<file path="config.mk">
export PLATFORM = sky130hd
export DESIGN_NAME = csc_regs
export DESIGN_NICKNAME = d
export VERILOG_FILES = /design/src/inc/csc_pkg.sv /design/src/core/csc_regs.sv
export SDC_FILE = /design/constraint.sdc
export NUM_CORES = 1
export LEC_CHECK = 0
export BUFFER_PORTS_ARGS = -buffer_cell sky130_fd_sc_hd__buf_4
export CORE_MARGIN = 3
export CORE_UTILIZATION = 49
export DETAILED_ROUTE_END_ITERATION = 7
export MAX_ROUTING_LAYER = met4
export PLACE_DENSITY = 0.82
export SETUP_SLACK_MARGIN = 0.4
export SKIP_CTS_REPAIR_TIMING = 1
export SLEW_MARGIN = 40
export SYNTH_ARGS = -nofsm -noshare
export SYNTH_HDL_FRONTEND = slang
export SYNTH_SLANG_ARGS = --single-unit
</file>
<file path="constraint.sdc">
create_clock -name clk -period 1.6 [get_ports clk]
set_input_delay 0.16 -clock clk [delete_from_list [all_inputs] [get_ports clk]]
set_output_delay 0.16 -clock clk [all_outputs]
set_load 0.05 [all_outputs]
</file>
<file path="src/inc/csc_pkg.sv">
// Purpose: constants and carriers for the charger status/control bank
// Assumes: 100 MHz clk, byte-wide register port from the serial slave
// Notes: register addresses 0x0a..0x0f only
`default_nettype none
package csc_pkg;
   // ==========================================================
   // register addresses
   localparam logic [7:0] ADDR_STATUS = 8'h0a;
   localparam logic [7:0] ADDR_PART = 8'h0b;
   localparam logic [7:0] ADDR_TZCTL = 8'h0c;
   localparam logic [7:0] ADDR_TZEN = 8'h0d;
   localparam logic [7:0] ADDR_RSVD = 8'h0e;
   localparam logic [7:0] ADDR_FTLED = 8'h0f;
   // ==========================================================
   // field positions
   localparam int BIT_SRC_GOOD = 7;
   localparam int BIT_VLIM = 6;
   localparam int BIT_ILIM = 5;
   localparam int BIT_TOPOFF = 3;
   localparam int BIT_ACOV = 2;
   localparam int BIT_VMASK = 1;
   localparam int BIT_IMASK = 0;
   localparam int BIT_REG_RST = 7;
   // ==========================================================
   // reset values
   localparam logic [7:0] RST_TZCTL = 8'h75;
   localparam logic [7:0] RST_TZEN = 8'h01;
   localparam logic [7:0] RST_FTLED = 8'h00;
   localparam logic [1:0] RST_MASKS = 2'h0;
   localparam logic [7:0] RSVD_VALUE = 8'h00;
   localparam logic [1:0] MON_SEL_STAT = 2'h1;
   // identification, values arbitrary
   localparam logic [3:0] PART_ID = 4'h5;
   localparam logic MAKER_FLAG = 1'b1;
   localparam logic [1:0] REVISION = 2'h0;
   // ==========================================================
   // timing
   localparam longint CLK_HZ = 100_000_000;
   localparam longint BLINK_UNIT_S = 1;
   localparam int BLINK_CYCLES = int'(BLINK_UNIT_S * CLK_HZ);
   // ==========================================================
   // led modes
   typedef enum logic [1:0] {
      CSC_LED_OFF = 2'h0,
      CSC_LED_ON = 2'h1,
      CSC_LED_B11 = 2'h2,
      CSC_LED_B13 = 2'h3
   } csc_led_t;
   // live status inputs
   typedef struct packed {
      logic input_source_good;
      logic input_voltage_limit_active;
      logic input_current_limit_active;
      logic topoff_timer_running;
      logic adapter_overvoltage_flag;
   } csc_status_t;
   // decoded temperature-zone settings
   typedef struct packed {
      logic cool_zone_voltage_select;
      logic cool_zone_charge_enable;
      logic [1:0] warm_zone_current_scale;
      logic [1:0] cool_threshold_select;
      logic [1:0] warm_threshold_select;
      logic temp_zone_adjust_enable;
   } csc_tz_t;
endpackage : csc_pkg
`default_nettype wire

</file>
<file path="src/core/csc_regs.sv">
// Purpose: status, mask, register-reset and temperature-zone bank
// Assumes: byte port pulses one cycle wide, inputs synchronous to clk
// Notes: read data appears one cycle after the read strobe
`default_nettype none
module csc_regs #(
   parameter int BLINK_CYCLES = csc_pkg::BLINK_CYCLES
) (
   // clock and reset
   input wire logic clk,
   input wire logic rstn,
   // register port
   input wire logic [7:0] reg_addr,
   input wire logic [7:0] reg_wdata,
   input wire logic reg_wr,
   input wire logic reg_rd,
   output logic [7:0] reg_rdata,
   output logic reg_rvalid,
   // charger state
   input wire csc_pkg::csc_status_t status_in,
   input wire logic voltage_limit_event,
   input wire logic current_limit_event,
   input wire logic watchdog_expired,
   input wire logic [1:0] charge_monitor_select,
   input wire logic in_warm_zone,
   input wire logic timer_slow_request,
   // control outputs
   output logic voltage_limit_irq,
   output logic current_limit_irq,
   output logic safety_timer_restart,
   output logic safety_timer_half_rate,
   output csc_pkg::csc_tz_t tz_cfg,
   output logic [7:0] warm_current_pct,
   output logic signed [4:0] fine_tune_mv,
   output logic [6:0] offset_dv,
   output logic [12:0] cool_ratio_bp,
   output logic [12:0] warm_ratio_bp,
   // status pin, oe low while driving
   output logic stat_pin_out,
   output logic stat_pin_oe_n
);
   // ==========================================================
   // storage
   logic [1:0] masks;
   logic [7:0] tzctl;
   logic [7:0] tzen;
   logic [7:0] ftled;
   logic reg_rst_cmd;
   logic [31:0] blink_cnt;
   logic [1:0] sec_cnt;
   logic led_on;
   logic wr_status;
   logic wr_part;
   logic wr_tzctl;
   logic wr_tzen;
   logic wr_ftled;
   logic wd_clr;

   // write decodes
   assign wr_status = reg_wr && reg_addr == csc_pkg::ADDR_STATUS;
   assign wr_part = reg_wr && reg_addr == csc_pkg::ADDR_PART;
   assign wr_tzctl = reg_wr && reg_addr == csc_pkg::ADDR_TZCTL;
   assign wr_tzen = reg_wr && reg_addr == csc_pkg::ADDR_TZEN;
   assign wr_ftled = reg_wr && reg_addr == csc_pkg::ADDR_FTLED;
   assign wd_clr = reg_rst_cmd || watchdog_expired;

   // ==========================================================
   // register reset command, self clearing after one cycle
   always_ff @(posedge clk or negedge rstn) begin
      if (!rstn) begin
         reg_rst_cmd <= 1'b0;
      end else if (reg_rst_cmd) begin
         reg_rst_cmd <= 1'b0;
      end else if (wr_part && reg_wdata[csc_pkg::BIT_REG_RST]) begin
         reg_rst_cmd <= 1'b1;
      end
   end

   // safety timer restart pulse
   always_ff @(posedge clk or negedge rstn) begin
      if (!rstn) begin
         safety_timer_restart <= 1'b0;
      end else begin
         safety_timer_restart <= reg_rst_cmd;
      end
   end

   // interrupt masks, register reset only; a same-cycle watchdog drops the write
   always_ff @(posedge clk or negedge rstn) begin
      if (!rstn) begin
         masks <= csc_pkg::RST_MASKS;
      end else if (reg_rst_cmd) begin
         masks <= csc_pkg::RST_MASKS;
      end else if (wr_status && !watchdog_expired) begin
         masks <= reg_wdata[1:0];
      end
   end

   // zone control and enable
   always_ff @(posedge clk or negedge rstn) begin
      if (!rstn) begin
         tzctl <= csc_pkg::RST_TZCTL;
         tzen <= csc_pkg::RST_TZEN;
      end else if (wd_clr) begin
         tzctl <= csc_pkg::RST_TZCTL;
         tzen <= csc_pkg::RST_TZEN;
      end else begin
         if (wr_tzctl) begin
            tzctl <= reg_wdata;
         end
         if (wr_tzen) begin
            tzen <= reg_wdata;
         end
      end
   end

   // fine tune, pin, offset; offset survives watchdog
   always_ff @(posedge clk or negedge rstn) begin
      if (!rstn) begin
         ftled <= csc_pkg::RST_FTLED;
      end else if (reg_rst_cmd) begin
         ftled <= csc_pkg::RST_FTLED;
      end else if (watchdog_expired) begin
         ftled <= {csc_pkg::RST_FTLED[7:2], ftled[1:0]};
      end else if (wr_ftled) begin
         ftled <= reg_wdata;
      end
   end

   // ==========================================================
   // read path
   always_ff @(posedge clk or negedge rstn) begin
      if (!rstn) begin
         reg_rdata <= 8'h00;
         reg_rvalid <= 1'b0;
      end else begin
         reg_rvalid <= reg_rd;
         if (reg_rd) begin
            case (reg_addr)
               csc_pkg::ADDR_STATUS: begin
                  reg_rdata <= {status_in.input_source_good,
                     status_in.input_voltage_limit_active,
                     status_in.input_current_limit_active,
                     1'b0,
                     status_in.topoff_timer_running,
                     status_in.adapter_overvoltage_flag,
                     masks};
               end
               csc_pkg::ADDR_PART: begin
                  reg_rdata <= {reg_rst_cmd, csc_pkg::PART_ID, csc_pkg::MAKER_FLAG,
                     csc_pkg::REVISION};
               end
               csc_pkg::ADDR_TZCTL: begin
                  reg_rdata <= tzctl;
               end
               csc_pkg::ADDR_TZEN: begin
                  reg_rdata <= tzen;
               end
               csc_pkg::ADDR_RSVD: begin
                  reg_rdata <= csc_pkg::RSVD_VALUE;
               end
               csc_pkg::ADDR_FTLED: begin
                  reg_rdata <= ftled;
               end
               default: begin
                  reg_rdata <= 8'h00;
               end
            endcase
         end
      end
   end

   // ==========================================================
   // masked event pulses
   always_ff @(posedge clk or negedge rstn) begin
      if (!rstn) begin
         voltage_limit_irq <= 1'b0;
         current_limit_irq <= 1'b0;
      end else begin
         voltage_limit_irq <= voltage_limit_event && !masks[csc_pkg::BIT_VMASK];
         current_limit_irq <= current_limit_event && !masks[csc_pkg::BIT_IMASK];
      end
   end

   // decoded settings
   always_ff @(posedge clk or negedge rstn) begin
      if (!rstn) begin
         tz_cfg <= '0;
         warm_current_pct <= 8'h00;
         fine_tune_mv <= 5'sh0;
         offset_dv <= 7'h00;
         cool_ratio_bp <= 13'h0000;
         warm_ratio_bp <= 13'h0000;
         safety_timer_half_rate <= 1'b0;
      end else begin
         tz_cfg <= {tzctl, tzen[0]};
         safety_timer_half_rate <= timer_slow_request && !in_warm_zone;
         case (tzctl[5:4])
            2'h0: warm_current_pct <= 8'h00;
            2'h1: warm_current_pct <= 8'h14;
            2'h2: warm_current_pct <= 8'h32;
            default: warm_current_pct <= 8'h64;
         endcase
         case (tzctl[3:2])
            2'h0: cool_ratio_bp <= 13'h1ba3;
            2'h1: cool_ratio_bp <= 13'h1aa9;
            2'h2: cool_ratio_bp <= 13'h197d;
            default: cool_ratio_bp <= 13'h1851;
         endcase
         case (tzctl[1:0])
            2'h0: warm_ratio_bp <= 13'h12d9;
            2'h1: warm_ratio_bp <= 13'h117b;
            2'h2: warm_ratio_bp <= 13'h0feb;
            default: warm_ratio_bp <= 13'h0ebf;
         endcase
         case (ftled[7:6])
            2'h0: fine_tune_mv <= 5'sh00;
            2'h1: fine_tune_mv <= 5'sh08;
            2'h2: fine_tune_mv <= -5'sh08;
            default: fine_tune_mv <= -5'sh10;
         endcase
         case (ftled[1:0])
            2'h0: offset_dv <= 7'h27;
            2'h1: offset_dv <= 7'h3b;
            2'h2: offset_dv <= 7'h4b;
            default: offset_dv <= 7'h69;
         endcase
      end
   end

   // ==========================================================
   // one-second tick and second counter for blinking
   always_ff @(posedge clk or negedge rstn) begin
      if (!rstn) begin
         blink_cnt <= 32'h0;
         sec_cnt <= 2'h0;
      end else if (blink_cnt == 32'(BLINK_CYCLES - 1)) begin
         blink_cnt <= 32'h0;
         sec_cnt <= sec_cnt + 2'h1;
      end else begin
         blink_cnt <= blink_cnt + 32'h1;
      end
   end

   // led pattern select
   always_comb begin
      case (csc_pkg::csc_led_t'(ftled[3:2]))
         csc_pkg::CSC_LED_OFF: led_on = 1'b0;
         csc_pkg::CSC_LED_ON: led_on = 1'b1;
         csc_pkg::CSC_LED_B11: led_on = !sec_cnt[0];
         csc_pkg::CSC_LED_B13: led_on = sec_cnt == 2'h0;
         default: led_on = 1'b0;
      endcase
   end

   // pin driven low for led on while charge_monitor_select is MON_SEL_STAT, released otherwise
   always_ff @(posedge clk or negedge rstn) begin
      if (!rstn) begin
         stat_pin_out <= 1'b0;
         stat_pin_oe_n <= 1'b1;
      end else begin
         stat_pin_out <= 1'b0;
         stat_pin_oe_n <= !(led_on && charge_monitor_select == csc_pkg::MON_SEL_STAT);
      end
   end

   // ==========================================================
   // checks
   property p_rst_self_clear;
      @(posedge clk) disable iff (!rstn) reg_rst_cmd |=> !reg_rst_cmd;
   endproperty
   a_rst_self_clear: assert property (p_rst_self_clear) else $error("reset cmd stuck");
   property p_rst_cmd;
      @(posedge clk) disable iff (!rstn)
         wr_part && reg_wdata[7] && !reg_rst_cmd |=> reg_rst_cmd ##1 safety_timer_restart && tzctl == csc_pkg::RST_TZCTL;
   endproperty
   a_rst_cmd: assert property (p_rst_cmd) else $error("register reset missed");
   property p_wr_zero;
      @(posedge clk) disable iff (!rstn) wr_part && !reg_wdata[7] && !reg_rst_cmd |=> !reg_rst_cmd;
   endproperty
   a_wr_zero: assert property (p_wr_zero) else $error("zero write reset");
   property p_vmask;
      @(posedge clk) disable iff (!rstn) voltage_limit_event |=> voltage_limit_irq == !$past(masks[1]);
   endproperty
   a_vmask: assert property (p_vmask) else $error("voltage irq mask");
   property p_imask;
      @(posedge clk) disable iff (!rstn) current_limit_event |=> current_limit_irq == !$past(masks[0]);
   endproperty
   a_imask: assert property (p_imask) else $error("current irq mask");
   property p_status_rd;
      @(posedge clk) disable iff (!rstn) reg_rd && reg_addr == csc_pkg::ADDR_STATUS |=>
         reg_rvalid && reg_rdata[7:5] == $past(status_in[4:2]) && !reg_rdata[4];
   endproperty
   a_status_rd: assert property (p_status_rd) else $error("status read");
   property p_wd_offset;
      @(posedge clk) disable iff (!rstn) watchdog_expired && !reg_rst_cmd |=>
         ftled[1:0] == $past(ftled[1:0]) && tzen == csc_pkg::RST_TZEN && masks == $past(masks);
   endproperty
   a_wd_offset: assert property (p_wd_offset) else $error("watchdog reset scope");
   property p_warm_timer;
      @(posedge clk) disable iff (!rstn) in_warm_zone |=> !safety_timer_half_rate;
   endproperty
   a_warm_timer: assert property (p_warm_timer) else $error("warm timer doubled");
   property p_pin_gate;
      @(posedge clk) disable iff (!rstn) charge_monitor_select != csc_pkg::MON_SEL_STAT |=> stat_pin_oe_n;
   endproperty
   a_pin_gate: assert property (p_pin_gate) else $error("pin not released");
   property p_rsvd;
      @(posedge clk) disable iff (!rstn) reg_rd && reg_addr == csc_pkg::ADDR_RSVD |=> reg_rdata == csc_pkg::RSVD_VALUE;
   endproperty
   a_rsvd: assert property (p_rsvd) else $error("reserved read");
   c_reg_reset: cover property (@(posedge clk) disable iff (!rstn) reg_rst_cmd);
   c_led_on: cover property (@(posedge clk) disable iff (!rstn) !stat_pin_oe_n);
   c_irq: cover property (@(posedge clk) disable iff (!rstn) voltage_limit_irq);
endmodule : csc_regs
`default_nettype wire

</file>
**Word-level counts from Yosys, hierarchy flattened**

Cells that the tools add are included.

- Register bits after elaboration: 130
- Latch bits: 0
- RAM bits: 0
- Bits in read-only memories: 0
- Output and inout port bits: 70
- Memories kept: 0

- Add/sub/neg operators: 2
- $mul: 0
- Div/mod/pow operators: 0
- Magnitude comparators: 0
- Equality and inequality tests: 21
- Shift operators: 0
- Muxes and demuxes: 19
- Bitwise gates (word level): 0
- Reduce and logical (&&, ||, !) cells: 31

Operators with widths:

| operator | count |
|---|---|
| two-way mux 8 bit | 7 |
| one-hot mux 7 bit (3 select lines) | 2 |
| equality test 8 x 4 -> 1 bit (second input constant) | 5 |
| one-hot mux 8 bit (5 select lines) | 1 |
| one-hot mux 13 bit (3 select lines) | 1 |
| adder 32 x 1 -> 32 bit (second input constant) | 1 |
| equality test 32 x 27 -> 1 bit (second input constant) | 1 |
| two-way mux 32 bit | 1 |
| one-hot mux 10 bit (3 select lines) | 1 |
| one-hot mux 5 bit (3 select lines) | 1 |
| equality test 2 x 1 -> 1 bit (second input constant) | 7 |
| equality test 2 bit (second input constant) | 7 |
| zero test 2 bit | 7 |
| logical AND 1 bit | 11 |
| nonzero test 2 bit | 4 |
| zero test 1 bit | 6 |
| two-way mux 2 bit | 2 |
| one-hot mux 1 bit (4 select lines) | 1 |
| nonzero test 3 bit | 1 |
| adder 2 x 1 -> 2 bit (second input constant) | 1 |
| two-way mux 1 bit | 2 |
| != test 2 x 1 -> 1 bit (second input constant) | 1 |
| AND reduction 2 bit | 1 |
| logical OR 1 bit | 1 |

**Depth between registers and ports, before layout**

- Depth in word-level cells: 5
- Mapped depth: 7

**Worst setup path after synthesis**

No wires, ideal clock.

- Path kind: reg2reg
- From: reg blink_cnt[17]
- To: reg blink_cnt[28]
- Arrival: 1.667 ns
- Setup slack: -0.191 ns
- Stages on the path, launching flop included: 8
- Path buffers: 2
- Clock period less this slack: 1.791 ns
- Path through: dfrtp_1 -> buf_2 -> nand4_1 -> or4_1 -> clkbuf_1 -> nor2_1 -> nand3_1 -> xnor2_1

- Cells in the longest elaborated chain, start to end: 2
- Elaborated cells between the ends (all ways): 3

Ends and longest elaborated chain:

| what | RTL line | text |
|---|---|---|
| start: declaration | csc_regs.sv:48 | `logic [31:0] blink_cnt;` |
| start signal: assignment | csc_regs.sv:240 | `blink_cnt <= blink_cnt + 32'h1;` |
| adder 32 x 1 -> 32 bit or equality test 32 x 27 -> 1 bit (tied branches) | csc_regs.sv:240, csc_regs.sv:236 |  |
| two-way mux 32 bit * | csc_regs.sv:236 | `end else if (blink_cnt == 32'(BLINK_CYCLES - 1)) begin` |

Mark *: on every way between the ends. The rest lies on a longest branch, timed or not.
A chain may end at the register's enable or synchronous reset.

**Final worst setup path**

- From: reg blink_cnt[10]
- To: reg blink_cnt[23]

Same word-level chain as after synthesis.

==> results.sh <==
export IMPL_status="finished with violations"
export IMPL_violations="negative setup slack"
export IMPL_core_mm2=0.00986
export IMPL_cp_cell_sequence="buf_4, nand4_1, or4_4, buf_6, nor3_4, xnor2_2, nor2_1"
export IMPL_drv_slew=0
export IMPL_grt_ovfl_total=0
export IMPL_hold_path_class="input port to flop"
export IMPL_cts_max_path_buffers=2
export IMPL_rsz0062_at_grt="true"
export IMPL_initial_utilization_pct=51.1
export IMPL_synth_top_cell_area_share_pct=52.6
export IMPL_dp_hpwl_um=8940
export IMPL_gp_congestion=0.928
export IMPL_fin_crit_ns=1.95
export IMPL_syn_area_mm2=0.00504
export IMPL_post_drt_wl_per_cell_um=20.1
export IMPL_grt_max_degree=44
export IMPL_num_rows=36
export IMPL_cts_sinks=113
export IMPL_cts_tree="done"
export IMPL_grt_use_total_pct=24.0
export IMPL_seq_area_frac_synth_pct=56.3
export IMPL_ctsRootBufferMaster="clkbuf_8"
export IMPL_peakVddDrop_mv=0.770
export IMPL_avgSynthCellArea_um2=10.4
export IMPL_ys_warnings_count=0
export IMPL_netlist_top_cells_area="dfrtp_1 (53%), ha_1 (4.2%), nor2_1 (3.9%)"
export IMPL_layout_nets=724
export IMPL_ys_ff_latch=113
export IMPL_numCtsBuffers=17
export IMPL_finalWorstSetupSlack_ns=-0.350
export IMPL_synth_cell_types=47
export IMPL_n_antenna_cell=0
export IMPL_setup_violations=24
export IMPL_drive_above_1_share_pct=43.5
export IMPL_worstSetupEndpointType="flop"
export IMPL_drt_pass1_iter_count=7
export IMPL_synthCells=486
export IMPL_grt_pass1_vias=4235
export IMPL_async_flop_share_pct=100
export IMPL_synth_edf_count=0
export IMPL_h_tree_depth=4
export IMPL_power_density_mw_per_mm2=911
export IMPL_yosys_most_used_dff="dfrtp_1"
export IMPL_area_delta_synth_final_pct=57.0
export IMPL_postRouteAntennaNets=0
export IMPL_die_x_um=107
export IMPL_critical_path_class="flop to flop"
export IMPL_die_h_um=107
export IMPL_instances_no_fill=821
export IMPL_hold_viol=0
export IMPL_post_route_period_util_pct=122
export IMPL_fin_worst_skew_ns=0.00782
export IMPL_r2r_cells=7
export IMPL_design_area_mm2=0.00791
export IMPL_route_vias_total=4679
export IMPL_cpPeakStageDelay_ns=0.53
export IMPL_drv_cap=0
export IMPL_yosys_area_top_type="dfrtp_1"
export IMPL_clkLatencyLatePin_ns=0.54
export IMPL_p_leak_nw=3.75
export IMPL_place_area_mm2=0.00636
export IMPL_clkTransAtPathRegs_ns=0.06
export IMPL_dp_cells=744
export IMPL_portBuffers=93
export IMPL_viasPerCell=5.70
export IMPL_drc=0
export IMPL_drt_wl_total_um=16500
export IMPL_antenna_found_initial=0
export IMPL_setup_tns_ns=-6.43
export IMPL_dieArea_mm2=0.0115
export IMPL_ios=102
export IMPL_drt_initial_drc_count=483
export IMPL_power_w=0.00721
export IMPL_grt_first_pass_wirelength_um=20900
export IMPL_arrival_ns=2.36
export IMPL_worstPathRequired_ns=2.01
export IMPL_worstSetupStartpointType="flop"
export IMPL_cp_slowest_cell="or4_4"
export IMPL_path_max_fanout=6
export IMPL_min_path_cells=3
export IMPL_fmax_mhz=513
## layout by cell type, fill, tap and decap left out, types with 4 or more instances in the layout
cell / count
dlygate4sd3_1: 18
and4_4: 4
or4_4: 5
inv_1: 29
or2_4: 4
a21oi_2: 4
nand2_2: 4
xor2_1: 8
buf_8: 7
dfstp_2: 7
nor2b_1: 7
nand2_1: 35
nand3_1: 26
ha_1: 14
nor2_4: 9
nand4_1: 8
o22ai_1: 6
a22o_1: 6
a21oi_1: 20
nand3_2: 13
buf_4: 104
inv_6: 6
dfrtp_1: 104
mux2i_1: 11
buf_6: 63
o21ai_1: 5
xnor2_1: 12
clkbuf_16: 16
buf_12: 5
conb_1: 9
nor2_1: 45
o21ai_0: 4
## sequential cells by signal, indices dropped and copies added, names as in the netlist, 5 cells and up
register,flops
blink_cnt,32
tz_cfg,9
warm_ratio_bp,9
ftled,8
reg_rdata,8
tzctl,8
tzen,8
cool_ratio_bp,7
offset_dv,6
warm_current_pct,5
## worst max-delay path, delay by kind of cell (launching register included)
kind                      cells  cell delay [ns]
and+or+nand+nor               4             0.98
DFF                           1             0.40
buffers and inverters         2             0.30
xor gates and xnor gates      1             0.15
## metrics by stage
step / hold WS (ns) / worst slack (ns) / utilization, %
final: 0.00748 / -0.350 / 80.2
after detailed placement: 0.103 / -0.371 / 64.4
after floorplan: -0.136 / -0.130 / -
after CTS: -0.448 / -0.453 / 70.4
after global routing: 0.00710 / -0.460 / 80.2
after global placement: 0.0999 / -0.287 / 64.4
## routing by layer
metal  part of all wire, %  global-route usage, %
met5                     0                      -
met4                   4.2                   9.56
met3                   8.0                   5.52
met2                    52                   38.7
met1                    36                   29.6
## power breakdown
group / internal, W / switching [W]
clock: 0.00233 / 0.00148
combinational: 0.000189 / 0.000324
sequential: 0.00288 / 0.0000178
total: 0.00539 / 0.00182
## final cells by class
class                   count  area [um2]
clock buffers              19         442
clock inverters            13         149
fillers                   498        1950
inverters                  32         133
multi-input cells         314        2310
flip-flops and latches    113        2840
well taps                 133         166
repair buffers            197        1880
## synth_stat cells (all sizes together) (3+ instances only)
cell    instances
dfrtp         106
nor2           55
nand2          39
nand3          39
inv            32
a21oi          24
buf            23
ha             17
xnor2          14
clkbuf         13
o21ai          12
mux2i          11
nand4           8
nor3            8
xor2            8
dfstp           7
nor2b           7
a22o            6
o22ai           6
or2             6
and4            5
nor4            5
or4             4
a221o           3
a22oi           3
## kinds of logic after synthesis
kind of cell	Yosys count	synth area share [%]
compound gates	63	7.90
other cells	2	0.149
simple gates	189	18.6
flops	113	56.3
xor+xnor	22	3.82
fa+ha+maj	17	4.22
buf+inv	68	6.58
mux	12	2.41
## worst paths after layout
check / from / endpoint / slack [ns]
setup / recovery: blink_cnt[10] / blink_cnt[23] / -0.35
hold / removal: reg_addr[3] / reg_rdata[6] / 0.007
setup reg to reg: blink_cnt[10] / blink_cnt[23] / -0.35
hold reg to reg: tzctl[6] / tz_cfg[7] / 0.42
max in group asynchronous: rstn / stat_pin_oe_n / 0.87
min in group asynchronous: rstn / tz_cfg[7] / 0.08
Note: power is estimated with default switching activity, not from simulation.
